$ cat src/logic/dtsr_cfg.svh
// address map, field positions and reset values of the trigger/status bank
// ****************************************************************
// Overview of operation
// writing one to comparator_flag_clear clears that channel's comparator latches, self-clears
// writing one to margin_low_trigger launches margin-low once; zero does nothing
// writing one to margin_high_trigger launches margin-high once; zero does nothing
// waveform_run bit is read/write; generation runs while one, stops at zero
// trigger register also answers at PMBus page FFh, command E5h
// status register also answers at PMBus command E6h on common page
// status bit 15 shows factory load CRC failure; software reset clears it
// status bit 14 shows user memory load CRC failure
// user CRC failure never blocks host commands or any operation
// software reset clears user CRC failure; host reprograms memory to restore
// status bits 12..9 show channel 3..0 busy; host waits for zero
// write-only trigger bits and reserved status bits 13, 8 read zero
// ****************************************************************
`ifndef DTSR_CFG_SVH
`define DTSR_CFG_SVH

`define DTSR_ADDR_TRIG       8'h21
`define DTSR_ADDR_STATUS     8'h22
`define DTSR_PMB_PAGE_COMMON 8'hFF
`define DTSR_PMB_CMD_TRIG    8'hE5
`define DTSR_PMB_CMD_STATUS  8'hE6
`define DTSR_TRIG_RESET      16'h0000
`define DTSR_NCH             4
`define DTSR_NIB_CLR         3
`define DTSR_NIB_LO          2
`define DTSR_NIB_HI          1
`define DTSR_NIB_RUN         0
`define DTSR_ST_FACTORY      15
`define DTSR_ST_USER         14
`define DTSR_ST_BUSY_LO      9
`define DTSR_ST_ID_LO        2

`endif

$ cat src/logic/dtsr_pkg.sv
// shared types of the trigger/status bank
package dtsr_pkg;
  typedef logic [15:0] dtsr_word_t;
  typedef logic [3:0]  dtsr_nib_t;
endpackage

$ cat src/logic/dtsr_chan.sv
// one channel slice of the trigger register
`timescale 1ns/10ps
`default_nettype none
`include "dtsr_cfg.svh"
module dtsr_chan
  import dtsr_pkg::*;
(
  // clock and reset
  input  wire logic  i_clk,
  input  wire logic  i_resetn,
  // accepted write of this channel's nibble
  input  wire logic  i_wr,
  input  wire dtsr_nib_t i_nib,
  // channel commands
  output logic       o_comparator_flag_clear,
  output logic       o_margin_low_trigger,
  output logic       o_margin_high_trigger,
  output logic       o_waveform_run
);
  // clear and margin command bits are one-cycle pulses, so nothing is stored to read back; waveform_run is held
  always_ff @(posedge i_clk or negedge i_resetn) begin
    if (!i_resetn) begin
      o_comparator_flag_clear <= 1'b0;
      o_margin_low_trigger    <= 1'b0;
      o_margin_high_trigger   <= 1'b0;
      o_waveform_run          <= 1'b0;
    end else begin
      o_comparator_flag_clear <= i_wr & i_nib[`DTSR_NIB_CLR];
      o_margin_low_trigger    <= i_wr & i_nib[`DTSR_NIB_LO];
      o_margin_high_trigger   <= i_wr & i_nib[`DTSR_NIB_HI];
      if (i_wr) begin
        o_waveform_run <= i_nib[`DTSR_NIB_RUN];
      end
    end
  end
endmodule
`default_nettype wire

$ cat src/logic/dtsr_top.sv
// trigger and general status registers of the quad converter
`timescale 1ns/10ps
`default_nettype none
`include "dtsr_cfg.svh"
module dtsr_top
  import dtsr_pkg::*;
#(
  // value is arbitrary
  parameter logic [5:0] PART_IDENTIFIER     = 6'h2A,
  parameter logic [1:0] REVISION_IDENTIFIER = 2'h0
) (
  // clock and reset
  input  wire logic        i_clk,
  input  wire logic        i_resetn,
  // register port from the serial front end
  input  wire logic        i_pmbus,
  input  wire logic [7:0]  i_page,
  input  wire logic [7:0]  i_addr,
  input  wire logic        i_wr,
  input  wire dtsr_word_t  i_wdata,
  input  wire logic        i_rd,
  output dtsr_word_t       o_rdata,
  output logic             o_rvalid,
  // device events
  input  wire logic        i_soft_reset,
  input  wire logic        i_factory_crc_fail,
  input  wire logic        i_user_crc_fail,
  input  wire dtsr_nib_t   i_chan_busy,
  // channel commands
  output dtsr_nib_t        o_comparator_flag_clear,
  output dtsr_nib_t        o_margin_low_trigger,
  output dtsr_nib_t        o_margin_high_trigger,
  output dtsr_nib_t        o_waveform_run
);
  // ****************************************************************
  // status state and read sources
  // ****************************************************************
  logic       factory_err_reg;
  logic       user_err_reg;
  dtsr_nib_t  busy_reg;
  wire dtsr_word_t trig_rd;

  // ****************************************************************
  // address decode
  // ****************************************************************
  wire logic hit_trig_pmb = i_pmbus && i_page == `DTSR_PMB_PAGE_COMMON
                            && i_addr == `DTSR_PMB_CMD_TRIG;
  wire logic hit_stat_pmb = i_pmbus && i_page == `DTSR_PMB_PAGE_COMMON
                            && i_addr == `DTSR_PMB_CMD_STATUS;
  wire logic sel_trig = hit_trig_pmb
                        || (!i_pmbus && i_addr == `DTSR_ADDR_TRIG);
  wire logic sel_stat = hit_stat_pmb
                        || (!i_pmbus && i_addr == `DTSR_ADDR_STATUS);
  // the crc flags deliberately play no part here: writes land except in a busy channel
  wire logic wr_trig  = i_wr & sel_trig;

  // ****************************************************************
  // channel slices
  // ****************************************************************
  // nibble of channel n sits at bits 15-4n..12-4n
  genvar n;
  generate
    for (n = 0; n < `DTSR_NCH; n = n + 1) begin : g_ch
      // a busy channel refuses its nibble; host waits for busy low
      wire logic ch_wr = wr_trig & ~busy_reg[n];
      dtsr_chan u_chan (
        .i_clk                   (i_clk),
        .i_resetn                (i_resetn),
        .i_wr                    (ch_wr),
        .i_nib                   (i_wdata[15-4*n -: 4]),
        .o_comparator_flag_clear (o_comparator_flag_clear[n]),
        .o_margin_low_trigger    (o_margin_low_trigger[n]),
        .o_margin_high_trigger   (o_margin_high_trigger[n]),
        .o_waveform_run          (o_waveform_run[n])
      );
      assign trig_rd[15-4*n -: 4] = {3'b000, o_waveform_run[n]};
    end
  endgenerate

  // ****************************************************************
  // status flags
  // ****************************************************************
  // set wins over a software reset in the same cycle
  always_ff @(posedge i_clk or negedge i_resetn) begin
    if (!i_resetn) begin
      factory_err_reg <= 1'b0;
      user_err_reg    <= 1'b0;
      busy_reg        <= 4'h0;
    end else begin
      factory_err_reg <= i_factory_crc_fail
                         | (factory_err_reg & ~i_soft_reset);
      user_err_reg    <= i_user_crc_fail
                         | (user_err_reg & ~i_soft_reset);
      busy_reg        <= i_chan_busy;
    end
  end

  // bits 13 and 8 stay zero
  wire dtsr_word_t stat_rd = {factory_err_reg, user_err_reg, 1'b0,
                              busy_reg[3], busy_reg[2], busy_reg[1],
                              busy_reg[0], 1'b0, PART_IDENTIFIER,
                              REVISION_IDENTIFIER};
  wire dtsr_word_t rd_mux = sel_trig ? trig_rd :
                            sel_stat ? stat_rd : 16'h0000;

  // ****************************************************************
  // read return
  // ****************************************************************
  always_ff @(posedge i_clk or negedge i_resetn) begin
    if (!i_resetn) begin
      o_rdata  <= 16'h0000;
      o_rvalid <= 1'b0;
    end else begin
      o_rvalid <= i_rd;
      if (i_rd) begin
        o_rdata <= rd_mux;
      end
    end
  end
endmodule
`default_nettype wire

$ cat config.mk
export PLATFORM = sky130hd
export DESIGN_NAME = dtsr_top
export DESIGN_NICKNAME = d
export VERILOG_FILES = /design/src/logic/dtsr_pkg.sv /design/src/logic/dtsr_chan.sv /design/src/logic/dtsr_top.sv
export VERILOG_INCLUDE_DIRS = /design/src /design/src/logic
export SDC_FILE = /design/constraint.sdc
export NUM_CORES = 1
export LEC_CHECK = 0
export BUFFER_PORTS_ARGS = -buffer_cell sky130_fd_sc_hd__buf_2
export CAP_MARGIN = 10
export CORE_ASPECT_RATIO = 0.75
export CORE_MARGIN = 2
export CORE_UTILIZATION = 39
export DETAILED_ROUTE_END_ITERATION = 16
export PLACE_DENSITY_LB_ADDON = 0.05
export SKIP_CTS_REPAIR_TIMING = 1
export SLEW_MARGIN = 20
export SYNTH_ARGS = -nofsm -noshare
export SYNTH_HDL_FRONTEND = slang
export SYNTH_SLANG_ARGS = --single-unit
$ cat constraint.sdc
create_clock -name i_clk -period 1.04 [get_ports i_clk]
set_input_delay 0.26 -clock i_clk [delete_from_list [all_inputs] [get_ports i_clk]]
set_output_delay 0.26 -clock i_clk [all_outputs]
set_load 0.03 [all_outputs]
==> impl_metrics.yaml, run 1 <==
place:
  place.gp.congestion: 0.743
  dp_hpwl_mm: 2.11
  place.port_buffers: 72
flow_run:
  drv_cap: 0
global_route:
  grt_usage: 0.147
  grt_pass1_vias: 960
  grt-ovfl-total: 0
  antenna_found_initial: 0
  grt_max_degree: 34
  grt_pass1_wl_mm: 4.34
final_layout:
  n_fill_cell: 281
  areaGrowthSynthToFinish_pct: 60.1
  largest_register: "o_rdata"
  drive_above_1_share: 0.637
  antenna_cells: 0
  nNetsFinal: 233
  largest_reg_flops: 10
clock_network:
  cts_sinks: 33
  cts-root-buf: "clkbuf_8"
  clock_latency_ns: 0.28
  path_clk_slew_ns: 0.06
  cts_htree_levels: 2
  tritoncts: "built"
  cts_buffers: 5
  cts_buffer_depth: 2
timing:
  hold_viol: 0
  finalCritPeriodShare: 1.36
  fin_crit_ns: 1.41
  grt_setup_unrepaired: "true"
  hold_ws_ns: 0.0787
  setup_viol: 55
  maxSlewViolCount: 0
  finalWorstSetupSlack_ns: -0.370
  finClkSkew_ns: 0.00486
  fmaxAchievable_mhz: 709
yosys:
  synth_top_area_share: 0.598
  synth.top_cells.by_count: "33 x dfrtp_1, 22 x buf_4, 12 x and2_1"
  yosysMostFrequentCell: "dfrtp_1"
  yosys_warnings: 0
  yosysUniqueCellTypes: 22
  synth_sequential_area_ratio: 0.598
  ys_ff_latch: 33
  synth_edf_count: 0
  netlist_instances: 105
  async_flop_share: 1.00
  synth_area_sq_mm: 0.00138
  ys.flop_type: "dfrtp_1"
  ys_top_cells_by_area: "dfrtp_1 60%, buf_4 12%, and2_1 5.4%"
  syn_avg_cell_area_sq_um: 13.1
  synth_top_area_cell: "dfrtp_1"
setup_path:
  cp_num_buf_inv: 2
  cp_cell_sequence: "buf_6 > or4_4 > o31a_4 > nor4b_4 > buf_4 > a22o_1"
  slowest_delay_ns: 0.52
  arrival_ns: 1.64
  crit_path_end_kind: "flip-flop"
  path_delay_family: "simple AND/OR/NAND/NOR gates"
  crit_type: "input pin to flip-flop"
  cp-start-kind: "input pin"
  worst-path-max-fanout: 6
  worstPathRequired_ns: 1.27
  critPathSlowestCell: "or4_4"
floorplan:
  row_count: 18
  start_util: 0.414
  die_h_microns: 55.5
  ios: 77
  fp.dieArea_sq_mm: 0.00404
  core_area_sq_mm: 0.00333
  die_w_microns: 72.7
pwr:
  swShare: 0.205
  p_sw_mw: 0.568
  seqPwrFrac: 0.475
  power.leakage_nw: 1.20
  internal-power_mw: 2.20
  power.total_mw: 2.77
  p_clk_frac: 0.441
  p_per_area_mw_per_mm2: 1250
  comb_power_share: 0.084
  max-vdd-ir-drop_v: 0.000871
routing:
  drcViolationCount: 0
  drt_iter0_drc: 27
  viasPerCell: 4.58
  via_count: 1053
  wire_per_inst_microns: 12.5
  routed_wl_mm: 2.88
  drtPass1Iterations: 3
  ant_nets: 0
status:
  status: "complete, but fails checks"
  violations: "setup timing"
hold_path:
  min_path_type: "input pin to flip-flop"
## placed cells by master, fill, tap and decap left out, types with 4 or more instances in the layout
master / synthesis / layout
buf_2: 0 / 41
dfrtp_1: 33 / 33
buf_6: 0 / 33
buf_4: 22 / 20
and2_1: 12 / 6
and2_4: 0 / 6
a22o_1: 6 / 6
clkbuf_8: 0 / 6
conb_1: 1 / 4
## path summary, 6_finish.rpt
check                                        from                                        endpoint  slack (ns)  depth (start not counted)
max in group asynchronous                i_resetn  g_ch[2].u_chan.o_margin_high_trigger$_DFF_PN0_        0.40                          3
min in group asynchronous                i_resetn   g_ch[0].u_chan.o_margin_low_trigger$_DFF_PN0_        0.46                          3
min reg2reg                user_err_reg$_DFF_PN0_                          user_err_reg$_DFF_PN0_        0.48                          1
min                                i_chan_busy[0]                           busy_reg[0]$_DFF_PN0_        0.08                          1
max                                       i_pmbus                         o_rdata[10]$_DFFE_PN0P_       -0.37                          6
max reg2reg                 busy_reg[2]$_DFF_PN0_       g_ch[2].u_chan.o_waveform_run$_DFFE_PN0P_       -0.10                          3
## power groups by stage
stage / logic (mW) / registers [mW] / clock network (mW)
after global placement: 0.207 / 1.34 / 0
after CTS: 0.211 / 1.32 / 1.25
after detailed placement: 0.211 / 1.34 / 0
after global routing: 0.258 / 1.32 / 1.31
after floorplan: 0.0751 / 1.34 / 0
final: 0.233 / 1.32 / 1.22
## final cells by class
type / count / area, sq um / area share
tap: 40 / 50.0 / 0.0227
clock inverter: 1 / 30.0 / 0.0136
inverter: 2 / 7.51 / 0.00340
clock buffer: 7 / 86.3 / 0.0391
sequential: 33 / 826 / 0.374
timing repair buffer: 96 / 757 / 0.343
multi-input combinational: 51 / 453 / 0.205
## routing by layer
metal,global-route usage,vias to the layer above,wire length (microns)
li1,-,504,-
met1,0.173,497,1100
met2,0.222,47,1490
met3,0.0876,5,253
met4,0.0476,0,40
met5,0,-,0
## cells by family after synthesis
family                 synth area share
flip-flops                        0.598
multiplexers                     0.0326
AND/OR/NAND/NOR                   0.149
other                           0.00272
buffers and inverters             0.125
AO/OA/AOI/OAI                    0.0925
## metrics by stage
stage                     setup WS, ns  TNS (ns)  std cells  utilization  cell area (sq um)
after floorplan                 -0.560    -10.34        108            -               1420
after global placement          -0.707    -15.25        210        0.531               1770
after detailed placement        -0.734    -15.73        210        0.531               1770
after CTS                       -0.425     -9.89        218        0.566               1890
after global routing            -0.409     -9.38        230        0.663               2210
final                           -0.370     -7.75        230        0.663               2210
Note: power is estimated with default switching activity, not from simulation.
==> run 2: changes to the inputs <==
--- a/config.mk
+++ b/config.mk
@@ -10,7 +10,7 @@
 export CAP_MARGIN = 10
 export CORE_ASPECT_RATIO = 0.75
 export CORE_MARGIN = 2
-export CORE_UTILIZATION = 39
+export CORE_UTILIZATION = 35
 export DETAILED_ROUTE_END_ITERATION = 16
 export PLACE_DENSITY_LB_ADDON = 0.05
 export SKIP_CTS_REPAIR_TIMING = 1
==> run 2 against run 1 <==
The run still ends with setup timing left; global-route usage fell by 1.5 points; non-clock buffer count rose by 1; clock power barely moved; critical path type unchanged; largest cell class unchanged.
==> impl_metrics.yaml, run 2 (synthesized netlist as in run 1, its figures left out) <==
status:
  status: "complete, but fails checks"
  violations: "setup timing"
floorplan:
  fp.dieArea_sq_mm: 0.00447
  core_area_sq_mm: 0.00371
  start_util: 0.372
  die_h_microns: 58.4
  row_count: 19
  ios: 77
  die_w_microns: 76.5
routing:
  ant_nets: 0
  routed_wl_mm: 2.96
  drcViolationCount: 0
  top_layer: "met4"
  wl_met1_mm: 1.22
  wire_per_inst_microns: 12.2
  drt_iter0_drc: 18
  via_count: 1059
  viasPerCell: 4.36
  dr_wl_met3_microns: 234
  drtPass1Iterations: 4
  wl_met2_mm: 1.47
final_layout:
  instances_no_fill: 243
  areaGrowthSynthToFinish_pct: 62.0
  antenna_cells: 0
  largest_reg_flops: 10
  layout_commonest_cell: "buf_2"
  final_area_sq_mm: 0.00224
  drive_above_1_share: 0.634
  final_cell_mix: "41 x buf_2, 34 x buf_6, 33 x dfrtp_1"
  largest_register: "o_rdata"
  n_fill_cell: 324
  nNetsFinal: 234
setup_path:
  cp-start-kind: "input pin"
  path_delay_family: "simple AND/OR/NAND/NOR gates"
  worst-path-max-fanout: 6
  r2r_end: "g_ch[2].u_chan.o_waveform_run$_DFFE_PN0P_"
  r2r_start: "busy_reg[2]$_DFF_PN0_"
  arrival_ns: 1.63
  crit_start: "i_pmbus"
  crit_type: "input pin to flip-flop"
  cp_cell_sequence: "buf_6 > or4_4 > o31a_4 > nor4b_4 > buf_4 > a22o_1"
  cp_num_buf_inv: 2
  worstPathRequired_ns: 1.26
  slowest_delay_ns: 0.52
  crit_path_end_kind: "flip-flop"
  critPathSlowestCell: "or4_4"
  reg2reg_depth: 3
  rrSetupSlack_ns: -0.20
global_route:
  antenna_found_initial: 0
  grt_max_degree: 34
  grt-ovfl-total: 0
  grt_usage: 0.131
  grt_pass1_wl_mm: 4.44
  grt_pass1_vias: 1031
place:
  place.gp.congestion: 0.704
  dp.cells: 221
  place.port_buffers: 72
  placed_cell_area_sq_mm: 0.00178
hold_path:
  min_to: "busy_reg[3]$_DFF_PN0_"
  min_path_type: "input pin to flip-flop"
  min-delay-start: "i_chan_busy[3]"
  min_path_cells: 1
timing:
  setup_viol: 54
  grt_setup_unrepaired: "true"
  finClkSkew_ns: 0.00429
  hold_viol: 0
  fmaxAchievable_mhz: 711
  finalWorstSetupSlack_ns: -0.367
  fin_crit_ns: 1.41
  maxSlewViolCount: 0
  finalCritPeriodShare: 1.35
  setup_tns_ns: -7.75
clock_network:
  cts_buffers: 5
  tritoncts: "built"
  clock_latency_ns: 0.28
  path_clk_slew_ns: 0.07
  cts_buffer_depth: 2
  cts_sinks: 33
  cts-root-buf: "clkbuf_8"
  cts_htree_levels: 2
pwr:
  power.leakage_nw: 1.20
  p_per_area_mw_per_mm2: 1240
  max-vdd-ir-drop_v: 0.000772
flow_run:
  drv_cap: 0
[run 2: cell count changes in the layout (fill, tap and decap cells not counted)]
| cell | delta |
|---|---|
| nor3b_2 | -1 |
| nor3b_1 | +1 |
| nor2_2 | -1 |
| buf_6 | +1 |
| nor2_4 | +1 |
[run 2: area by class of cell]
| class | instances | area, sq um | area share |
|---|---|---|---|
| Tap cell | 52 | 65.1 | 0.0291 |
| Timing Repair Buffer | 97 | 768 | 0.344 |
| Clock buffer | 7 | 86.3 | 0.0386 |
| Sequential cell | 33 | 826 | 0.369 |
| Inverter | 2 | 7.51 | 0.00336 |
| Multi-Input combinational cell | 51 | 453 | 0.203 |
| Clock inverter | 1 | 30.0 | 0.0134 |
[run 2: worst register-to-register path, delay by kind of cell, from the launching register on]
| kind | cells | cell delay [ns] |
|---|---|---|
| flops | 1 | 0.37 |
| simple gates | 2 | 0.41 |
| mux | 1 | 0.35 |
[run 2: stage by stage]
step           hold slack (ns)  setup slack (ns)  power [mW]   util
2_1_floorplan          -0.0356            -0.560        1.42      -
3_3_place_gp             0.227            -0.711        1.55  0.479
3_5_place_dp             0.229            -0.790        1.55  0.479
4_1_cts                -0.0758            -0.498        2.79  0.510
5_1_grt                 0.0663            -0.418        2.89  0.603
6_report                0.0852            -0.367        2.77  0.603
[run 2: worst max path at each step]
| stage | end | slack (ns) | depth (start not counted) |
|---|---|---|---|
| CTS | g_ch[2].u_chan.o_waveform_run$_DFFE_PN0P_ | -0.50 | 5 |
| finish | o_rdata[11]$_DFFE_PN0P_ | -0.37 | 6 |
| detailed placement | g_ch[2].u_chan.o_waveform_run$_DFFE_PN0P_ | -0.79 | 5 |
| global placement | g_ch[0].u_chan.o_waveform_run$_DFFE_PN0P_ | -0.71 | 5 |
| global route | o_rdata[14]$_DFFE_PN0P_ | -0.42 | 6 |
| floorplan | g_ch[0].u_chan.o_waveform_run$_DFFE_PN0P_ | -0.56 | 4 |
[run 2: per-layer routing]
layer / global-route usage / vias up
li1: - / 507
met1: 0.156 / 499
met2: 0.214 / 48
met3: 0.0521 / 5
met4: 0.0623 / 0
met5: 0 / -
[run 2: power by group]
| part | switching (mW) | internal (mW) |
|---|---|---|
| clock | 0.440 | 0.781 |
| sequential | 0.0142 | 1.30 |
| combinational | 0.114 | 0.117 |
| total | 0.568 | 2.20 |
==> run 3: changes to the inputs <==
--- a/config.mk
+++ b/config.mk
@@ -12,7 +12,7 @@
 export CORE_MARGIN = 2
 export CORE_UTILIZATION = 35
 export DETAILED_ROUTE_END_ITERATION = 16
-export PLACE_DENSITY_LB_ADDON = 0.05
+export PLACE_DENSITY = 0.8
 export SKIP_CTS_REPAIR_TIMING = 1
 export SLEW_MARGIN = 20
 export SYNTH_ARGS = -nofsm -noshare
==> run 3 against run 2 <==
The run still ends with setup timing left; setup slack better by 0.0034 ns; count of clock-buffer cells in the layout shrank 2; final cell count shrank 0.82%; clock skew increased by 0.0027 ns; first-iteration DRC count is the same; largest power group unchanged.
==> impl_metrics.yaml, run 3 (synthesized netlist as in run 1, its figures left out) <==
routing:
  viasPerCell: 4.45
  drt_iter0_drc: 18
  top_layer: "met4"
  drcViolationCount: 0
  drtPass1Iterations: 4
  routed_wl_mm: 3.28
  dr_wl_met3_microns: 195
  wl_met2_mm: 1.66
  wire_per_inst_microns: 13.6
  wl_met1_mm: 1.35
  ant_nets: 0
  via_count: 1072
setup_path:
  cp_cell_sequence: "buf_6 > or4_4 > o31a_4 > nor4b_4 > buf_4 > a22o_1"
  slowest_delay_ns: 0.52
  arrival_ns: 1.62
  crit_type: "input pin to flip-flop"
  worst-path-max-fanout: 6
  cp-start-kind: "input pin"
  crit_path_end_kind: "flip-flop"
  worstPathRequired_ns: 1.26
  critPathSlowestCell: "or4_4"
floorplan:
  die_h_microns: 58.4
  start_util: 0.372
  die_w_microns: 76.5
  row_count: 19
  ios: 77
  core_area_sq_mm: 0.00371
  fp.dieArea_sq_mm: 0.00447
final_layout:
  nNetsFinal: 232
  largest_reg_flops: 10
  final_area_sq_mm: 0.00219
  n_fill_cell: 297
  antenna_cells: 0
  largest_register: "o_rdata"
  final_cell_mix: "41 x buf_2, 34 x buf_6, 33 x dfrtp_1"
  drive_above_1_share: 0.635
  areaGrowthSynthToFinish_pct: 58.4
  layout_commonest_cell: "buf_2"
timing:
  setup_viol: 55
  finalWorstSetupSlack_ns: -0.364
  fin_crit_ns: 1.40
  finClkSkew_ns: 0.00701
  fmaxAchievable_mhz: 712
  grt_setup_unrepaired: "true"
  finalCritPeriodShare: 1.35
  hold_viol: 0
  maxSlewViolCount: 0
place:
  dp_hpwl_mm: 2.28
  place.port_buffers: 72
  place.gp.congestion: 0.758
  placed_cell_area_sq_mm: 0.00178
  dpl_worst_slack_ns: -0.708
clock_network:
  cts-root-buf: "clkbuf_8"
  cts_buffers: 5
  tritoncts: "built"
  clock_latency_ns: 0.29
  cts_sinks: 33
  path_clk_slew_ns: 0.07
  cts_buffer_depth: 2
  cts_htree_levels: 2
global_route:
  grt_pass1_vias: 1011
  grt_usage: 0.138
  grt_pass1_wl_mm: 4.57
  grt-ovfl-total: 0
  grt_max_degree: 34
  antenna_found_initial: 0
pwr:
  max-vdd-ir-drop_v: 0.000443
  p_per_area_mw_per_mm2: 1130
  power.leakage_nw: 1.18
hold_path:
  min_path_type: "input pin to flip-flop"
flow_run:
  drv_cap: 0
status:
  status: "complete, but fails checks"
  violations: "setup timing"
==> run 3: layer usage <==
metal | up-vias | GRT usage
li1 | 506 | -
met1 | 513 | 0.164
met2 | 44 | 0.225
met3 | 9 | 0.0368
met4 | 0 | 0.0935
met5 | - | 0
==> run 3: metrics by stage <==
stage	cells	hold WS [ns]	util	power, mW	setup TNS, ns
after floorplan	108	-0.0356	-	1.42	-10.34
after CTS	230	-0.0751	0.504	2.48	-10.04
final	241	0.0776	0.589	2.47	-8.30
after global routing	241	0.0695	0.589	2.59	-9.96
after detailed placement	222	0.231	0.481	1.55	-15.78
after global placement	222	0.226	0.481	1.54	-15.28
==> run 3: where the power goes <==
group | total, mW | internal (mW) | switching [mW]
logic | 0.229 | 0.116 | 0.113
registers | 1.32 | 1.30 | 0.0152
clock network | 0.927 | 0.461 | 0.466
total | 2.47 | 1.88 | 0.594
==> run 3: path summary, 6_finish.rpt <==
kind / from / endpoint / slack, ns / depth (start not counted)
setup / recovery: i_addr[2] / o_rdata[9]$_DFFE_PN0P_ / -0.36 / 6
hold reg to reg: factory_err_reg$_DFF_PN0_ / factory_err_reg$_DFF_PN0_ / 0.48 / 1
max in group asynchronous: i_resetn / o_rdata[11]$_DFFE_PN0P_ / 0.40 / 3
min in group asynchronous: i_resetn / g_ch[0].u_chan.o_margin_low_trigger$_DFF_PN0_ / 0.46 / 3
setup reg to reg: busy_reg[2]$_DFF_PN0_ / g_ch[2].u_chan.o_waveform_run$_DFFE_PN0P_ / -0.11 / 3
hold / removal: i_chan_busy[1] / busy_reg[1]$_DFF_PN0_ / 0.08 / 1
==> run 3: final cells by class <==
type | count | area [sq um] | area share
clock buffer | 5 | 68.8 | 0.0315
clock inverter | 3 | 17.5 | 0.00801
tap | 52 | 65.1 | 0.0298
multi-input combinational | 51 | 448 | 0.205
inverter | 2 | 7.51 | 0.00343
timing repair buffer | 95 | 753 | 0.345
sequential | 33 | 826 | 0.378
==> run 3: worst max-delay path, delay by kind of cell <==
kind            cells  cell delay (ns)
simple gates        2             0.78
buf+inv             2             0.27
compound gates      2             0.31
